**config.mk**
```make
export PLATFORM = sky130hd
export DESIGN_NAME = lcd_instr_ctrl
export DESIGN_NICKNAME = d
export VERILOG_FILES = /design/src/lcd_pkg.sv /design/src/lcd_instr_ctrl.sv /design/src/text_ram.sv /design/src/key_scan.sv
export SDC_FILE = /design/constraint.sdc
export NUM_CORES = 1
export LEC_CHECK = 0
export BUFFER_PORTS_ARGS = -buffer_cell sky130_fd_sc_hd__buf_2
export CAP_MARGIN = 20
export CORE_MARGIN = 1.5
export CORE_UTILIZATION = 59
export DETAILED_ROUTE_END_ITERATION = 7
export PLACE_DENSITY_LB_ADDON = 0.12
export SYNTH_ARGS = -nofsm -noshare
export SYNTH_HDL_FRONTEND = slang
export SYNTH_SLANG_ARGS = --single-unit
```
**constraint.sdc**
```tcl
create_clock -name REF_CLK_I -period 4.62 [get_ports REF_CLK_I]
set_input_delay 0.462 -clock REF_CLK_I [delete_from_list [all_inputs] [get_ports REF_CLK_I]]
set_output_delay 0.462 -clock REF_CLK_I [all_outputs]
set_load 0.02 [all_outputs]
```
**src/lcd_pkg.sv**
```systemverilog
// shared constants and carrier types for the instruction front end
package lcd_pkg;
  // clock rate (200 MHz) and timing derived from a nominal 145 kHz oscillator
  localparam int CLK_MHZ = 200;
  localparam int POR_TIME_US = 1500;      // 1.5 ms
  localparam int RST_LOW_TIME_US = 1200;  // 1.2 ms
  localparam int RST_BUSY_TIME_US = 250;
  localparam int CLR_TIME_NS = 234480;    // 234.48 us
  localparam int WR_TIME_NS = 41380;      // 41.38 us
  localparam int BLINK_TIME_MS = 500;
  localparam int POR_CYC = POR_TIME_US * CLK_MHZ;
  localparam int RST_LOW_CYC = RST_LOW_TIME_US * CLK_MHZ;
  localparam int RST_BUSY_CYC = RST_BUSY_TIME_US * CLK_MHZ;
  localparam int CLR_CYC = (CLR_TIME_NS * CLK_MHZ + 999) / 1000;
  localparam int WR_CYC = (WR_TIME_NS * CLK_MHZ + 999) / 1000;
  localparam int BLINK_CYC = BLINK_TIME_MS * CLK_MHZ * 1000;
  // key scan timing in clock cycles
  localparam int SCAN_PULSE_CYC = 256;
  localparam int SCAN_GAP_CYC = 2048;
  localparam int KEY_SAMPLE_CYC = SCAN_PULSE_CYC * 3 / 4;
  localparam int KEY_LOAD_DLY = 2;
  // target select codes in bits 15:14
  localparam logic [1:0] SEL_MASTER = 2'h2;
  localparam logic [1:0] SEL_SLAVE = 2'h1;
  // operation codes in bits 13:8
  localparam logic [5:0] OP_TEST = 6'h1F;
  localparam logic [5:0] OP_CLEAR = 6'h19;
  localparam logic [5:0] OP_HOME = 6'h11;
  localparam logic [5:0] OP_ENTRY = 6'h08;
  localparam logic [5:0] OP_DCTRL = 6'h09;
  localparam logic [5:0] OP_ASHIFT = 6'h12;
  localparam logic [5:0] OP_DSHIFT = 6'h0A;
  localparam logic [5:0] OP_PORT = 6'h0B;
  localparam logic [5:0] OP_CONTRAST = 6'h0C;
  localparam logic [5:0] OP_DOT = 6'h0D;
  localparam logic [5:0] OP_MODE = 6'h0E;
  localparam logic [5:0] OP_TADDR = 6'h13;
  localparam logic [5:0] OP_PADDR = 6'h10;
  localparam logic [5:0] OP_WRITE = 6'h18;
  localparam logic [5:0] OP_KEYRD = 6'h27;
  // register port offsets
  localparam logic [1:0] ADDR_INSTR = 2'h0;
  localparam logic [1:0] ADDR_STATUS = 2'h1;
  localparam logic [1:0] ADDR_AC = 2'h2;
  // memory map of the address counter
  localparam int TEXT_DEPTH = 14;
  localparam logic [4:0] TEXT_END = 5'h0E;
  localparam logic [4:0] ICON_BASE = 5'h10;
  localparam logic [4:0] ICON_LAST = 5'h1B;
  localparam logic [7:0] SPACE_CODE = 8'h20;
  localparam logic [3:0] LAST_GAP_POS = 4'hB;
  localparam int SEG_COUNT = 71;
  localparam int SCAN_LINES = 8;

  typedef struct packed {
    logic disp_on;
    logic icon_on;
    logic blink;
    logic pwr_down;
    logic [3:0] port;
    logic [3:0] contrast;
    logic [2:0] dot;
    logic [3:0] dshift;
  } disp_cfg_s;

  typedef struct packed {
    logic we;
    logic pattern;
    logic [7:0] addr;
    logic [7:0] data;
  } ram_wr_s;

  typedef struct packed {
    logic [3:0] ret;
    logic zero;
    logic [2:0] line;
  } key_val_s;
endpackage

```
**src/lcd_instr_ctrl.sv**
```systemverilog
// instruction decoder, busy timing, reset sequences and key readback
module lcd_instr_ctrl #(
  parameter int POR_CYC = lcd_pkg::POR_CYC,
  parameter int RST_LOW_CYC = lcd_pkg::RST_LOW_CYC,
  parameter int RST_BUSY_CYC = lcd_pkg::RST_BUSY_CYC,
  parameter int CLR_CYC = lcd_pkg::CLR_CYC,
  parameter int WR_CYC = lcd_pkg::WR_CYC,
  parameter int BLINK_CYC = lcd_pkg::BLINK_CYC,
  parameter logic [1:0] OWN_SEL = lcd_pkg::SEL_MASTER
) (
  // clock and reset
  input wire logic REF_CLK_I,
  input wire logic RST_N_I,
  // register port
  input wire logic [1:0] ADDR_I,
  input wire logic [15:0] WDATA_I,
  input wire logic WR_I,
  input wire logic RD_I,
  output logic [15:0] RDATA_O,
  // reset pin and busy
  input wire logic RESET_PIN_N_I,
  output logic BUSY_O,
  // key matrix
  input wire logic [3:0] KEY_RETURN_N_I,
  output logic [7:0] SCAN_LINE_N_O,
  output logic KEY_PULLUP_EN_O,
  output logic KEY_REQ_O,
  // segment drive
  output logic [70:0] SEG_NONSEL_O,
  // display settings and timing
  output lcd_pkg::disp_cfg_s CFG_O,
  output logic BLINK_PHASE_O,
  input wire logic [3:0] DISP_POS_I,
  output logic SPACE_GAP_O,
  // text RAM read port
  input wire logic [3:0] TEXT_RADDR_I,
  output logic [7:0] TEXT_RDATA_O,
  // icon and pattern RAM write port
  output lcd_pkg::ram_wr_s RAM_WR_O
);
  logic [15:0] instruction_hold_reg_r;
  logic [7:0] data_hold_reg_r;
  logic exec_r;
  logic [5:0] op;
  logic [19:0] busy_cnt_r;
  logic busy_flag;
  logic [17:0] low_cnt_r;
  logic pin_armed_r;
  logic pin_rel;
  logic por_pend_r;
  logic init_go;
  logic instr_go;
  logic clr_act_r;
  logic [3:0] clr_idx_r;
  logic [4:0] address_counter_r;
  logic inc_r;
  logic eshift_r;
  logic cg_sel_r;
  logic [7:0] cg_addr_r;
  lcd_pkg::disp_cfg_s cfg_r;
  logic scan_on_r;
  logic key_pend_r;
  logic [15:0] key_word_r;
  lcd_pkg::key_val_s key_val;
  logic do_clr;
  logic is_write;
  logic is_text_wr;
  logic is_icon_wr;
  logic tr_we;
  logic [3:0] tr_waddr;
  logic [7:0] tr_wdata;
  logic [7:0] ac_wr_step;
  logic [7:0] ac_sh_step;
  logic [7:0] cg_step;
  logic [7:0] ds_cmd_step;
  logic [7:0] ds_wr_step;
  logic [26:0] blink_cnt_r;
  logic blink_r;

  function automatic logic [7:0] step8(input logic [7:0] a, input logic up);
    step8 = up ? 8'(a + 8'h01) : 8'(a - 8'h01);
  endfunction

  function automatic logic exec_is(input logic ex, input logic [5:0] o, input logic [5:0] c);
    exec_is = ex && o == c;
  endfunction

  // reset pin: armed only after a long enough low, acted on at release
  always_ff @(posedge REF_CLK_I or negedge RST_N_I) begin
    if (!RST_N_I) begin
      low_cnt_r <= 18'h00000;
      pin_armed_r <= 1'b0;
    end else if (!RESET_PIN_N_I) begin
      if (low_cnt_r == 18'(RST_LOW_CYC)) begin
        pin_armed_r <= 1'b1;
      end else begin
        low_cnt_r <= 18'(low_cnt_r + 18'h00001);
      end
    end else begin
      low_cnt_r <= 18'h00000;
      pin_armed_r <= 1'b0;
    end
  end

  assign pin_rel = pin_armed_r & RESET_PIN_N_I;

  always_ff @(posedge REF_CLK_I or negedge RST_N_I) begin
    if (!RST_N_I) begin
      por_pend_r <= 1'b1;
    end else begin
      por_pend_r <= 1'b0;
    end
  end

  assign init_go = por_pend_r | pin_rel;

  // instruction capture; other device's words and words sent while busy are dropped
  assign instr_go = WR_I && ADDR_I == lcd_pkg::ADDR_INSTR && WDATA_I[15:14] == OWN_SEL
    && !busy_flag;

  always_ff @(posedge REF_CLK_I or negedge RST_N_I) begin
    if (!RST_N_I) begin
      instruction_hold_reg_r <= 16'h0000;
      data_hold_reg_r <= 8'h00;
      exec_r <= 1'b0;
    end else begin
      exec_r <= instr_go;
      if (instr_go) begin
        instruction_hold_reg_r <= WDATA_I;
        data_hold_reg_r <= WDATA_I[7:0];
      end
    end
  end

  assign op = instruction_hold_reg_r[13:8];
  assign do_clr = exec_is(exec_r, op, lcd_pkg::OP_CLEAR);
  assign is_write = exec_is(exec_r, op, lcd_pkg::OP_WRITE);
  assign is_text_wr = is_write && !cg_sel_r && address_counter_r < lcd_pkg::TEXT_END;
  assign is_icon_wr = is_write && !cg_sel_r && address_counter_r >= lcd_pkg::ICON_BASE
    && address_counter_r <= lcd_pkg::ICON_LAST;

  assign busy_flag = exec_r | clr_act_r | pin_armed_r | por_pend_r | (busy_cnt_r != 20'h00000);
  assign BUSY_O = busy_flag;

  // busy timer; loaded in the execution cycle, so counts start two cycles after the instruction is taken
  always_ff @(posedge REF_CLK_I or negedge RST_N_I) begin
    if (!RST_N_I) begin
      busy_cnt_r <= 20'h00000;
    end else if (por_pend_r) begin
      busy_cnt_r <= 20'(POR_CYC);
    end else if (pin_rel) begin
      busy_cnt_r <= 20'(RST_BUSY_CYC);
    end else if (do_clr) begin
      busy_cnt_r <= 20'(CLR_CYC);
    end else if (is_write) begin
      busy_cnt_r <= 20'(WR_CYC);
    end else if (busy_cnt_r != 20'h00000) begin
      busy_cnt_r <= 20'(busy_cnt_r - 20'h00001);
    end
  end

  // clear engine: one text location per cycle, hidden under the busy time
  always_ff @(posedge REF_CLK_I or negedge RST_N_I) begin
    if (!RST_N_I) begin
      clr_act_r <= 1'b0;
      clr_idx_r <= 4'h0;
    end else if (init_go || do_clr) begin
      clr_act_r <= 1'b1;
      clr_idx_r <= 4'h0;
    end else if (clr_act_r) begin
      if (clr_idx_r == 4'(lcd_pkg::TEXT_DEPTH - 1)) clr_act_r <= 1'b0;
      clr_idx_r <= 4'(clr_idx_r + 4'h1);
    end
  end

  assign tr_we = clr_act_r | is_text_wr;
  assign tr_waddr = clr_act_r ? clr_idx_r : address_counter_r[3:0];
  assign tr_wdata = clr_act_r ? lcd_pkg::SPACE_CODE : data_hold_reg_r;

  text_ram u_text_ram (
    .clk_i(REF_CLK_I),
    .we_i(tr_we),
    .waddr_i(tr_waddr),
    .wdata_i(tr_wdata),
    .raddr_i(TEXT_RADDR_I),
    .rdata_o(TEXT_RDATA_O)
  );

  assign ac_wr_step = step8({3'h0, address_counter_r}, inc_r);
  assign ac_sh_step = step8({3'h0, address_counter_r}, instruction_hold_reg_r[0]);
  assign cg_step = step8(cg_addr_r, inc_r);

  // address counter, entry mode and RAM target
  always_ff @(posedge REF_CLK_I or negedge RST_N_I) begin
    if (!RST_N_I) begin
      address_counter_r <= 5'h00;
      inc_r <= 1'b1;
      eshift_r <= 1'b0;
      cg_sel_r <= 1'b0;
      cg_addr_r <= 8'h00;
    end else if (init_go) begin
      address_counter_r <= 5'h00;
      inc_r <= 1'b1;
      eshift_r <= 1'b0;
      cg_sel_r <= 1'b0;
    end else if (do_clr) begin
      address_counter_r <= 5'h00;
      inc_r <= 1'b1;
      cg_sel_r <= 1'b0;
    end else if (exec_is(exec_r, op, lcd_pkg::OP_HOME)) begin
      address_counter_r <= 5'h00;
      cg_sel_r <= 1'b0;
    end else if (exec_is(exec_r, op, lcd_pkg::OP_ENTRY)) begin
      inc_r <= instruction_hold_reg_r[1];
      eshift_r <= instruction_hold_reg_r[0];
    end else if (exec_is(exec_r, op, lcd_pkg::OP_ASHIFT)) begin
      address_counter_r <= ac_sh_step[4:0];
    end else if (exec_is(exec_r, op, lcd_pkg::OP_TADDR)) begin
      address_counter_r <= instruction_hold_reg_r[4:0];
      cg_sel_r <= 1'b0;
    end else if (exec_is(exec_r, op, lcd_pkg::OP_PADDR)) begin
      cg_addr_r <= instruction_hold_reg_r[7:0];
      cg_sel_r <= 1'b1;
    end else if (is_write) begin
      if (cg_sel_r) begin
        cg_addr_r <= cg_step;
      end else begin
        address_counter_r <= ac_wr_step[4:0];
      end
    end
  end

  assign ds_cmd_step = step8({4'h0, cfg_r.dshift}, instruction_hold_reg_r[0]);
  assign ds_wr_step = step8({4'h0, cfg_r.dshift}, inc_r);

  // display settings and key scan switch
  always_ff @(posedge REF_CLK_I or negedge RST_N_I) begin
    if (!RST_N_I) begin
      cfg_r <= '0;
      scan_on_r <= 1'b0;
    end else if (init_go) begin
      cfg_r <= '0;
      scan_on_r <= 1'b0;
    end else if (exec_is(exec_r, op, lcd_pkg::OP_DCTRL)) begin
      cfg_r.disp_on <= instruction_hold_reg_r[2];
      cfg_r.icon_on <= instruction_hold_reg_r[1];
      cfg_r.blink <= instruction_hold_reg_r[0];
    end else if (exec_is(exec_r, op, lcd_pkg::OP_HOME)) begin
      cfg_r.dshift <= 4'h0;
    end else if (exec_is(exec_r, op, lcd_pkg::OP_DSHIFT)) begin
      cfg_r.dshift <= ds_cmd_step[3:0];
    end else if (exec_is(exec_r, op, lcd_pkg::OP_PORT)) begin
      cfg_r.port <= instruction_hold_reg_r[3:0];
    end else if (exec_is(exec_r, op, lcd_pkg::OP_CONTRAST)) begin
      cfg_r.contrast <= instruction_hold_reg_r[3:0];
    end else if (exec_is(exec_r, op, lcd_pkg::OP_DOT)) begin
      cfg_r.dot <= instruction_hold_reg_r[2:0];
    end else if (exec_is(exec_r, op, lcd_pkg::OP_MODE)) begin
      scan_on_r <= instruction_hold_reg_r[1];
      cfg_r.pwr_down <= instruction_hold_reg_r[0];
    end else if (is_text_wr && eshift_r) begin
      cfg_r.dshift <= ds_wr_step[3:0];
    end
  end

  assign CFG_O = cfg_r;

  // icon and pattern writes leave through a registered port
  always_ff @(posedge REF_CLK_I or negedge RST_N_I) begin
    if (!RST_N_I) begin
      RAM_WR_O <= '0;
    end else begin
      RAM_WR_O.we <= is_icon_wr | (is_write & cg_sel_r);
      RAM_WR_O.pattern <= cg_sel_r;
      RAM_WR_O.addr <= cg_sel_r ? cg_addr_r : {3'h0, address_counter_r};
      RAM_WR_O.data <= data_hold_reg_r;
    end
  end

  key_scan u_key_scan (
    .clk_i(REF_CLK_I),
    .rst_n_i(RST_N_I),
    .scan_on_i(scan_on_r),
    .hold_i(key_pend_r),
    .ret_n_i(KEY_RETURN_N_I),
    .scan_n_o(SCAN_LINE_N_O),
    .pullup_en_o(KEY_PULLUP_EN_O),
    .seg_nonsel_o(SEG_NONSEL_O),
    .key_req_o(KEY_REQ_O),
    .key_o(key_val)
  );

  // key read: word captured at execution, kept until software reads it
  always_ff @(posedge REF_CLK_I or negedge RST_N_I) begin
    if (!RST_N_I) begin
      key_pend_r <= 1'b0;
      key_word_r <= 16'h0000;
    end else if (exec_is(exec_r, op, lcd_pkg::OP_KEYRD)) begin
      key_pend_r <= 1'b1;
      key_word_r <= {OWN_SEL, lcd_pkg::OP_KEYRD, key_val};
    end else if (RD_I && ADDR_I == lcd_pkg::ADDR_INSTR) begin
      key_pend_r <= 1'b0;
    end
  end

  always_ff @(posedge REF_CLK_I or negedge RST_N_I) begin
    if (!RST_N_I) begin
      RDATA_O <= 16'h0000;
    end else if (RD_I) begin
      case (ADDR_I)
        lcd_pkg::ADDR_INSTR: RDATA_O <= key_word_r;
        lcd_pkg::ADDR_STATUS: RDATA_O <= {13'h0000, key_pend_r, scan_on_r, busy_flag};
        lcd_pkg::ADDR_AC: RDATA_O <= {cg_addr_r, 3'h0, address_counter_r};
        default: RDATA_O <= 16'h0000;
      endcase
    end else begin
      RDATA_O <= 16'h0000;
    end
  end

  // own blink time base; a cascaded partner runs its own, so phases drift
  always_ff @(posedge REF_CLK_I or negedge RST_N_I) begin
    if (!RST_N_I) begin
      blink_cnt_r <= 27'h0000000;
      blink_r <= 1'b0;
    end else if (blink_cnt_r == 27'(BLINK_CYC - 1)) begin
      blink_cnt_r <= 27'h0000000;
      blink_r <= ~blink_r;
    end else begin
      blink_cnt_r <= 27'(blink_cnt_r + 27'h0000001);
    end
  end

  assign BLINK_PHASE_O = blink_r & cfg_r.blink;

  // scroll gap only while dot-shifted, never after the last character
  always_ff @(posedge REF_CLK_I or negedge RST_N_I) begin
    if (!RST_N_I) begin
      SPACE_GAP_O <= 1'b0;
    end else begin
      SPACE_GAP_O <= cfg_r.dot != 3'h0 && DISP_POS_I < lcd_pkg::LAST_GAP_POS;
    end
  end
endmodule // lcd_instr_ctrl

```
**src/text_ram.sv**
```systemverilog
// text RAM: one write port, one registered read port
module text_ram (
  input wire logic clk_i,
  input wire logic we_i,
  input wire logic [3:0] waddr_i,
  input wire logic [7:0] wdata_i,
  input wire logic [3:0] raddr_i,
  output logic [7:0] rdata_o
);
  logic [7:0] mem [lcd_pkg::TEXT_DEPTH];

  always_ff @(posedge clk_i) begin
    if (we_i && waddr_i < 4'(lcd_pkg::TEXT_DEPTH)) begin
      mem[waddr_i] <= wdata_i;
    end
  end

  // out of range reads return zero rather than an undefined word
  always_ff @(posedge clk_i) begin
    if (raddr_i < 4'(lcd_pkg::TEXT_DEPTH)) begin
      rdata_o <= mem[raddr_i];
    end else begin
      rdata_o <= 8'h00;
    end
  end
endmodule // text_ram

```
**src/key_scan.sv**
```systemverilog
// key matrix scanner: 8 scan lines, 4 return lines, key holding register
module key_scan (
  input wire logic clk_i,
  input wire logic rst_n_i,
  input wire logic scan_on_i,
  input wire logic hold_i,
  input wire logic [3:0] ret_n_i,
  output logic [7:0] scan_n_o,
  output logic pullup_en_o,
  output logic [70:0] seg_nonsel_o,
  output logic key_req_o,
  output lcd_pkg::key_val_s key_o
);
  typedef enum logic [1:0] {SC_DISP = 2'b00, SC_SCAN = 2'b01, SC_LOAD = 2'b10} sc_e;
  sc_e st_r;
  logic [11:0] cnt_r;
  logic [2:0] line_r;
  logic found_r;
  lcd_pkg::key_val_s cap_r;
  logic sample;

  assign sample = st_r == SC_SCAN && cnt_r == 12'(lcd_pkg::KEY_SAMPLE_CYC) && scan_on_i;

  always_ff @(posedge clk_i or negedge rst_n_i) begin
    if (!rst_n_i) begin
      st_r <= SC_DISP;
      cnt_r <= 12'h000;
      line_r <= 3'h0;
    end else begin
      cnt_r <= 12'(cnt_r + 12'h001);
      case (st_r)
        SC_DISP: if (cnt_r == 12'(lcd_pkg::SCAN_GAP_CYC - 1)) begin
          st_r <= SC_SCAN;
          cnt_r <= 12'h000;
          line_r <= 3'h0;
        end
        SC_SCAN: if (cnt_r == 12'(lcd_pkg::SCAN_PULSE_CYC - 1)) begin
          cnt_r <= 12'h000;
          line_r <= 3'(line_r + 3'h1);
          if (line_r == 3'(lcd_pkg::SCAN_LINES - 1)) st_r <= SC_LOAD;
        end
        SC_LOAD: if (cnt_r == 12'(lcd_pkg::KEY_LOAD_DLY - 1)) begin
          st_r <= SC_DISP;
          cnt_r <= 12'h000;
        end
        default: st_r <= SC_DISP;
      endcase
    end
  end

  // the last line with a press wins; several returns on one line stay exact
  always_ff @(posedge clk_i or negedge rst_n_i) begin
    if (!rst_n_i) begin
      found_r <= 1'b0;
      cap_r <= '0;
    end else if (st_r == SC_DISP) begin
      found_r <= 1'b0;
    end else if (sample && ret_n_i != 4'hF) begin
      found_r <= 1'b1;
      cap_r <= '{ret: ~ret_n_i, zero: 1'b0, line: line_r};
    end
  end

  always_ff @(posedge clk_i or negedge rst_n_i) begin
    if (!rst_n_i) begin
      key_o <= '0;
    end else if (st_r == SC_LOAD && cnt_r == 12'(lcd_pkg::KEY_LOAD_DLY - 1) && !hold_i) begin
      key_o <= found_r ? cap_r : '0;
    end
  end

  // request is cleared at the end of the first cycle of the next scan, so it is low from its second cycle
  always_ff @(posedge clk_i or negedge rst_n_i) begin
    if (!rst_n_i) begin
      key_req_o <= 1'b0;
    end else if (sample && ret_n_i != 4'hF) begin
      key_req_o <= 1'b1;
    end else if (st_r == SC_SCAN && cnt_r == 12'h000 && line_r == 3'h0) begin
      key_req_o <= 1'b0;
    end
  end

  always_comb begin
    scan_n_o = 8'hFF;
    pullup_en_o = 1'b0;
    seg_nonsel_o = '0;
    if (st_r == SC_SCAN) begin
      if (scan_on_i) begin
        scan_n_o = ~(8'h01 << line_r);
        pullup_en_o = 1'b1;
        seg_nonsel_o = {{(lcd_pkg::SEG_COUNT - 8){1'b1}}, 8'h00};
      end else begin
        seg_nonsel_o = '1;
      end
    end
  end
endmodule // key_scan

```
==> impl_results.md <==
- WS Path Type: flop to output pin
- Count leader, synth: dfrtp_1
- Critical path, cell by cell: nor4_1 -> inv_1 -> or4_1 -> buf_2
- Postcts setup bufs: 0
- IO Count: 180
- EDFF count, synth: 112
- DR vias/cell: 5.798
- Die Ht: 163.1 microns
- Mean area per synthesized cell: 11.58 sq um
- DR WL/cell: 18.72 microns
- Post-synth cell types: 77
- Syn_nets: 1369
- Ranking of synthesized cells by area: dfrtp_1 33%, edfxtp_1 22%, mux4_2 3.6%, buf_4 3.4%, mux2i_1 2.9%
- Final #Nets: 1476
- Sequential area share after synthesis: 56.55%
- Synth async-reset ratio: 62.62%
- Cell area after synthesis: 0.01513 sq mm
- Final hold vios: 0
- Vias: 10260
- First-pass GRT wire length: 53160 microns
- CP Max Fanout: 28
- Routability cong.: 0.8687
- Routed Antenna Nets: 0
- Startpoint types: flop
- Finish-stage setup viols: 0
- Final Max Slew Viols: 0
- Initial Utilization: 60.08%
- Worst-margin pin slew: 1.104 ns
- Total Routed Length: 33140 microns
- Unrepaired setup endpoints after global routing: no
- Ys flop type: dfrtp_1
- Cell taking the most area after synthesis: dfrtp_1
- Core occupancy in the finished layout: 67.44%
- Post-CTS Hold Buffers: 0
- Flops & latches, synth: 321
- CTS tree: built
- Clock root buffer: clkbuf_16
- Detailed Place HPWL: 22560 microns
- Clock sinks: 321
- Layout cells sized above 1: 22.15%
- Core box area: 0.02518 sq mm
- Syn. warnings: 0
- Flop2flop setup slack: 1.52 ns
- DRC Markers: 0
- Maximum VDD drop: 278.2 uV
- Synth-to-layout area growth: 12.24%
- CTS resizes: 0
- Setup crit end kind: output pin
- Skew-Pair Late Insertion Delay: 0.52 ns
- FF-to-FF path depth: 4
- Longest Clk Path Bufs: 3
- CTS Buf Count: 35
- R2r endpoint: u_text_ram.mem[10][7]
- Die Area: 0.02661 sq mm
- Initial antenna violation count: 0
- Yosys top cell area share: 32.91%
- Worst path max stage delay: 0.72 ns
- Relative slew slack: 26.27%
- Worst hold-check path type: primary input to async pin
- Tmin final: 3.116 ns
- Die width: 163.1 microns
- Worst clock skew: 0.02177 ns
- Reg-to-Reg Start: cg_sel_r
- Setup tns final: 0 ns
- Initial DRC count: 936
- Arr. time, crit path: 2.65 ns
- Largest net degree at the start of global routing: 105
- Port bufs: 179
- CP required: 4.16 ns
- Outcome: completed
- Remaining Overflow, GRT: 0
- ANT cells: 0
- Worst-path clk slew: 0.06 ns
- Row Count: 58
- All-layer global routing usage: 25.54%
- Peak Freq: 0.3209 GHz
- DRT Pass-1 Iters: 6
- Cell count after synthesis: 1307
- # Max-Cap Violations: 0
- Post-synth top cells: 199 x dfrtp_1, 117 x nor2_1, 112 x edfxtp_1
- Final period util: 67.45%
- Depth of the CTS H-tree: 2
- Slowest CP cell: dfrtp_1
- Number of global-route vias before repair: 9770
- Power density over the cells: 360.1 mW/mm^2
- Leak: 7.594 nW
[logic make-up after synthesis]
family | count (synthesis) | share of synthesized area (%)
AND/OR/NAND/NOR | 450 | 15.41
flip-flops | 321 | 56.55
multiplexers | 94 | 8.419
buffers and inverters | 161 | 5.781
XOR/XNOR | 68 | 3.936
adder cells (fa/ha/maj) | 27 | 2.282
other | 1 | 0.02479
AO/OA/AOI/OAI | 185 | 7.600
[routing by layer]
layer	track usage (%)	part of all wire, %	wire, microns	up-vias
met5	0	0	0	-
met4	5.963	1.9	619	0
met3	3.834	5.7	1891	60
met2	41.12	48	15870	319
met1	36.87	45	14750	5031
li1	-	-	-	4853
[area by class of cell]
type                            count  area [sq um]
Clock buffer                       49          1010
Fill cell                        1919          8200
Inverter                           41         153.9
Clock inverter                     14         141.4
Sequential cell                   321          8556
Timing Repair Buffer              190         999.7
Tap cell                          330         412.9
Multi-Input combinational cell    825          5708
[registers in the layout (all words and copies together) (netlist names), 5 cells and up]
register / cells
u_text_ram.rdata_o: 8
key_word_r: 8
cg_addr_r: 8
blink_cnt_r: 27
busy_cnt_r: 20
RAM_WR_O: 18
CFG_O: 19
instruction_hold_reg_r: 14
RDATA_O: 16
u_key_scan.key_o: 7
low_cnt_r: 18
u_key_scan.cap_r: 7
u_text_ram.mem: 112
u_key_scan.cnt_r: 12
address_counter_r: 5
[cells in the final DEF, fill, tap and decap left out, types with 6 or more instances in the layout]
master,netlist,final
buf_4,69,10
nor2b_1,15,15
xnor2_1,39,39
mux2i_1,44,44
and2_1,16,16
xor2_1,29,29
nor2_1,117,116
nor3_1,34,34
buf_2,3,178
ha_1,26,26
nand3_1,32,32
clkbuf_16,0,36
and3_1,15,15
dfxtp_1,8,8
edfxtp_1,112,112
or3_1,12,12
or4_1,7,7
a21oi_1,51,51
o21ai_0,54,54
a21o_1,13,13
clkinv_2,0,6
nand3b_1,6,6
clkbuf_8,0,7
mux2_2,26,26
nor4_1,20,20
clkbuf_1,39,7
a31oi_1,11,11
mux4_2,24,24
o31ai_1,9,9
nand2b_1,15,15
and4_1,6,6
nand4_1,21,21
nand2_1,102,102
dfrtp_1,199,199
inv_1,41,41
[worst max-delay path: cells and delay by family, from the launching register on]
| kind | cells | cell delay (ns) |
|---|---|---|
| and+or+nand+nor | 2 | 1.07 |
| DFF | 1 | 0.72 |
| buffers and inverters | 2 | 0.36 |
[worst max path at each step]
stage,start,endpoint,slack [ns],cells past startpoint
floorplan,u_key_scan.st_r[1],SCAN_LINE_N_O[4],0.26,5
global placement,RESET_PIN_N_I,busy_cnt_r[4],1.60,6
detailed placement,cg_sel_r,u_text_ram.mem[10][5],1.61,4
CTS,clr_act_r,BUSY_O,1.50,4
global route,clr_act_r,BUSY_O,1.32,4
finish,clr_act_r,BUSY_O,1.50,4
[power breakdown]
group	internal (W)	total [W]	switching [W]
Sequential	0.00299	0.00303	0.0000469
Combinational	0.000113	0.000305	0.000192
Clock	0.00165	0.00278	0.00113
Total	0.00475	0.00612	0.00137
[per-stage QoR]
step	total power [W]	setup slack (ns)	hold slack, ns	cells	cell area, sq um
2_1_floorplan	0.003268	0.2645	0.1664	1307	15130
3_3_place_gp	0.003387	1.595	0.4210	1703	15800
3_5_place_dp	0.003392	1.614	0.4197	1704	15810
4_1_cts	0.006161	1.498	0.06293	1767	16960
5_1_grt	0.006315	1.322	0.1102	1770	16980
6_report	0.006116	1.504	0.05184	1770	16980
Power figures use the tool's default switching activity.
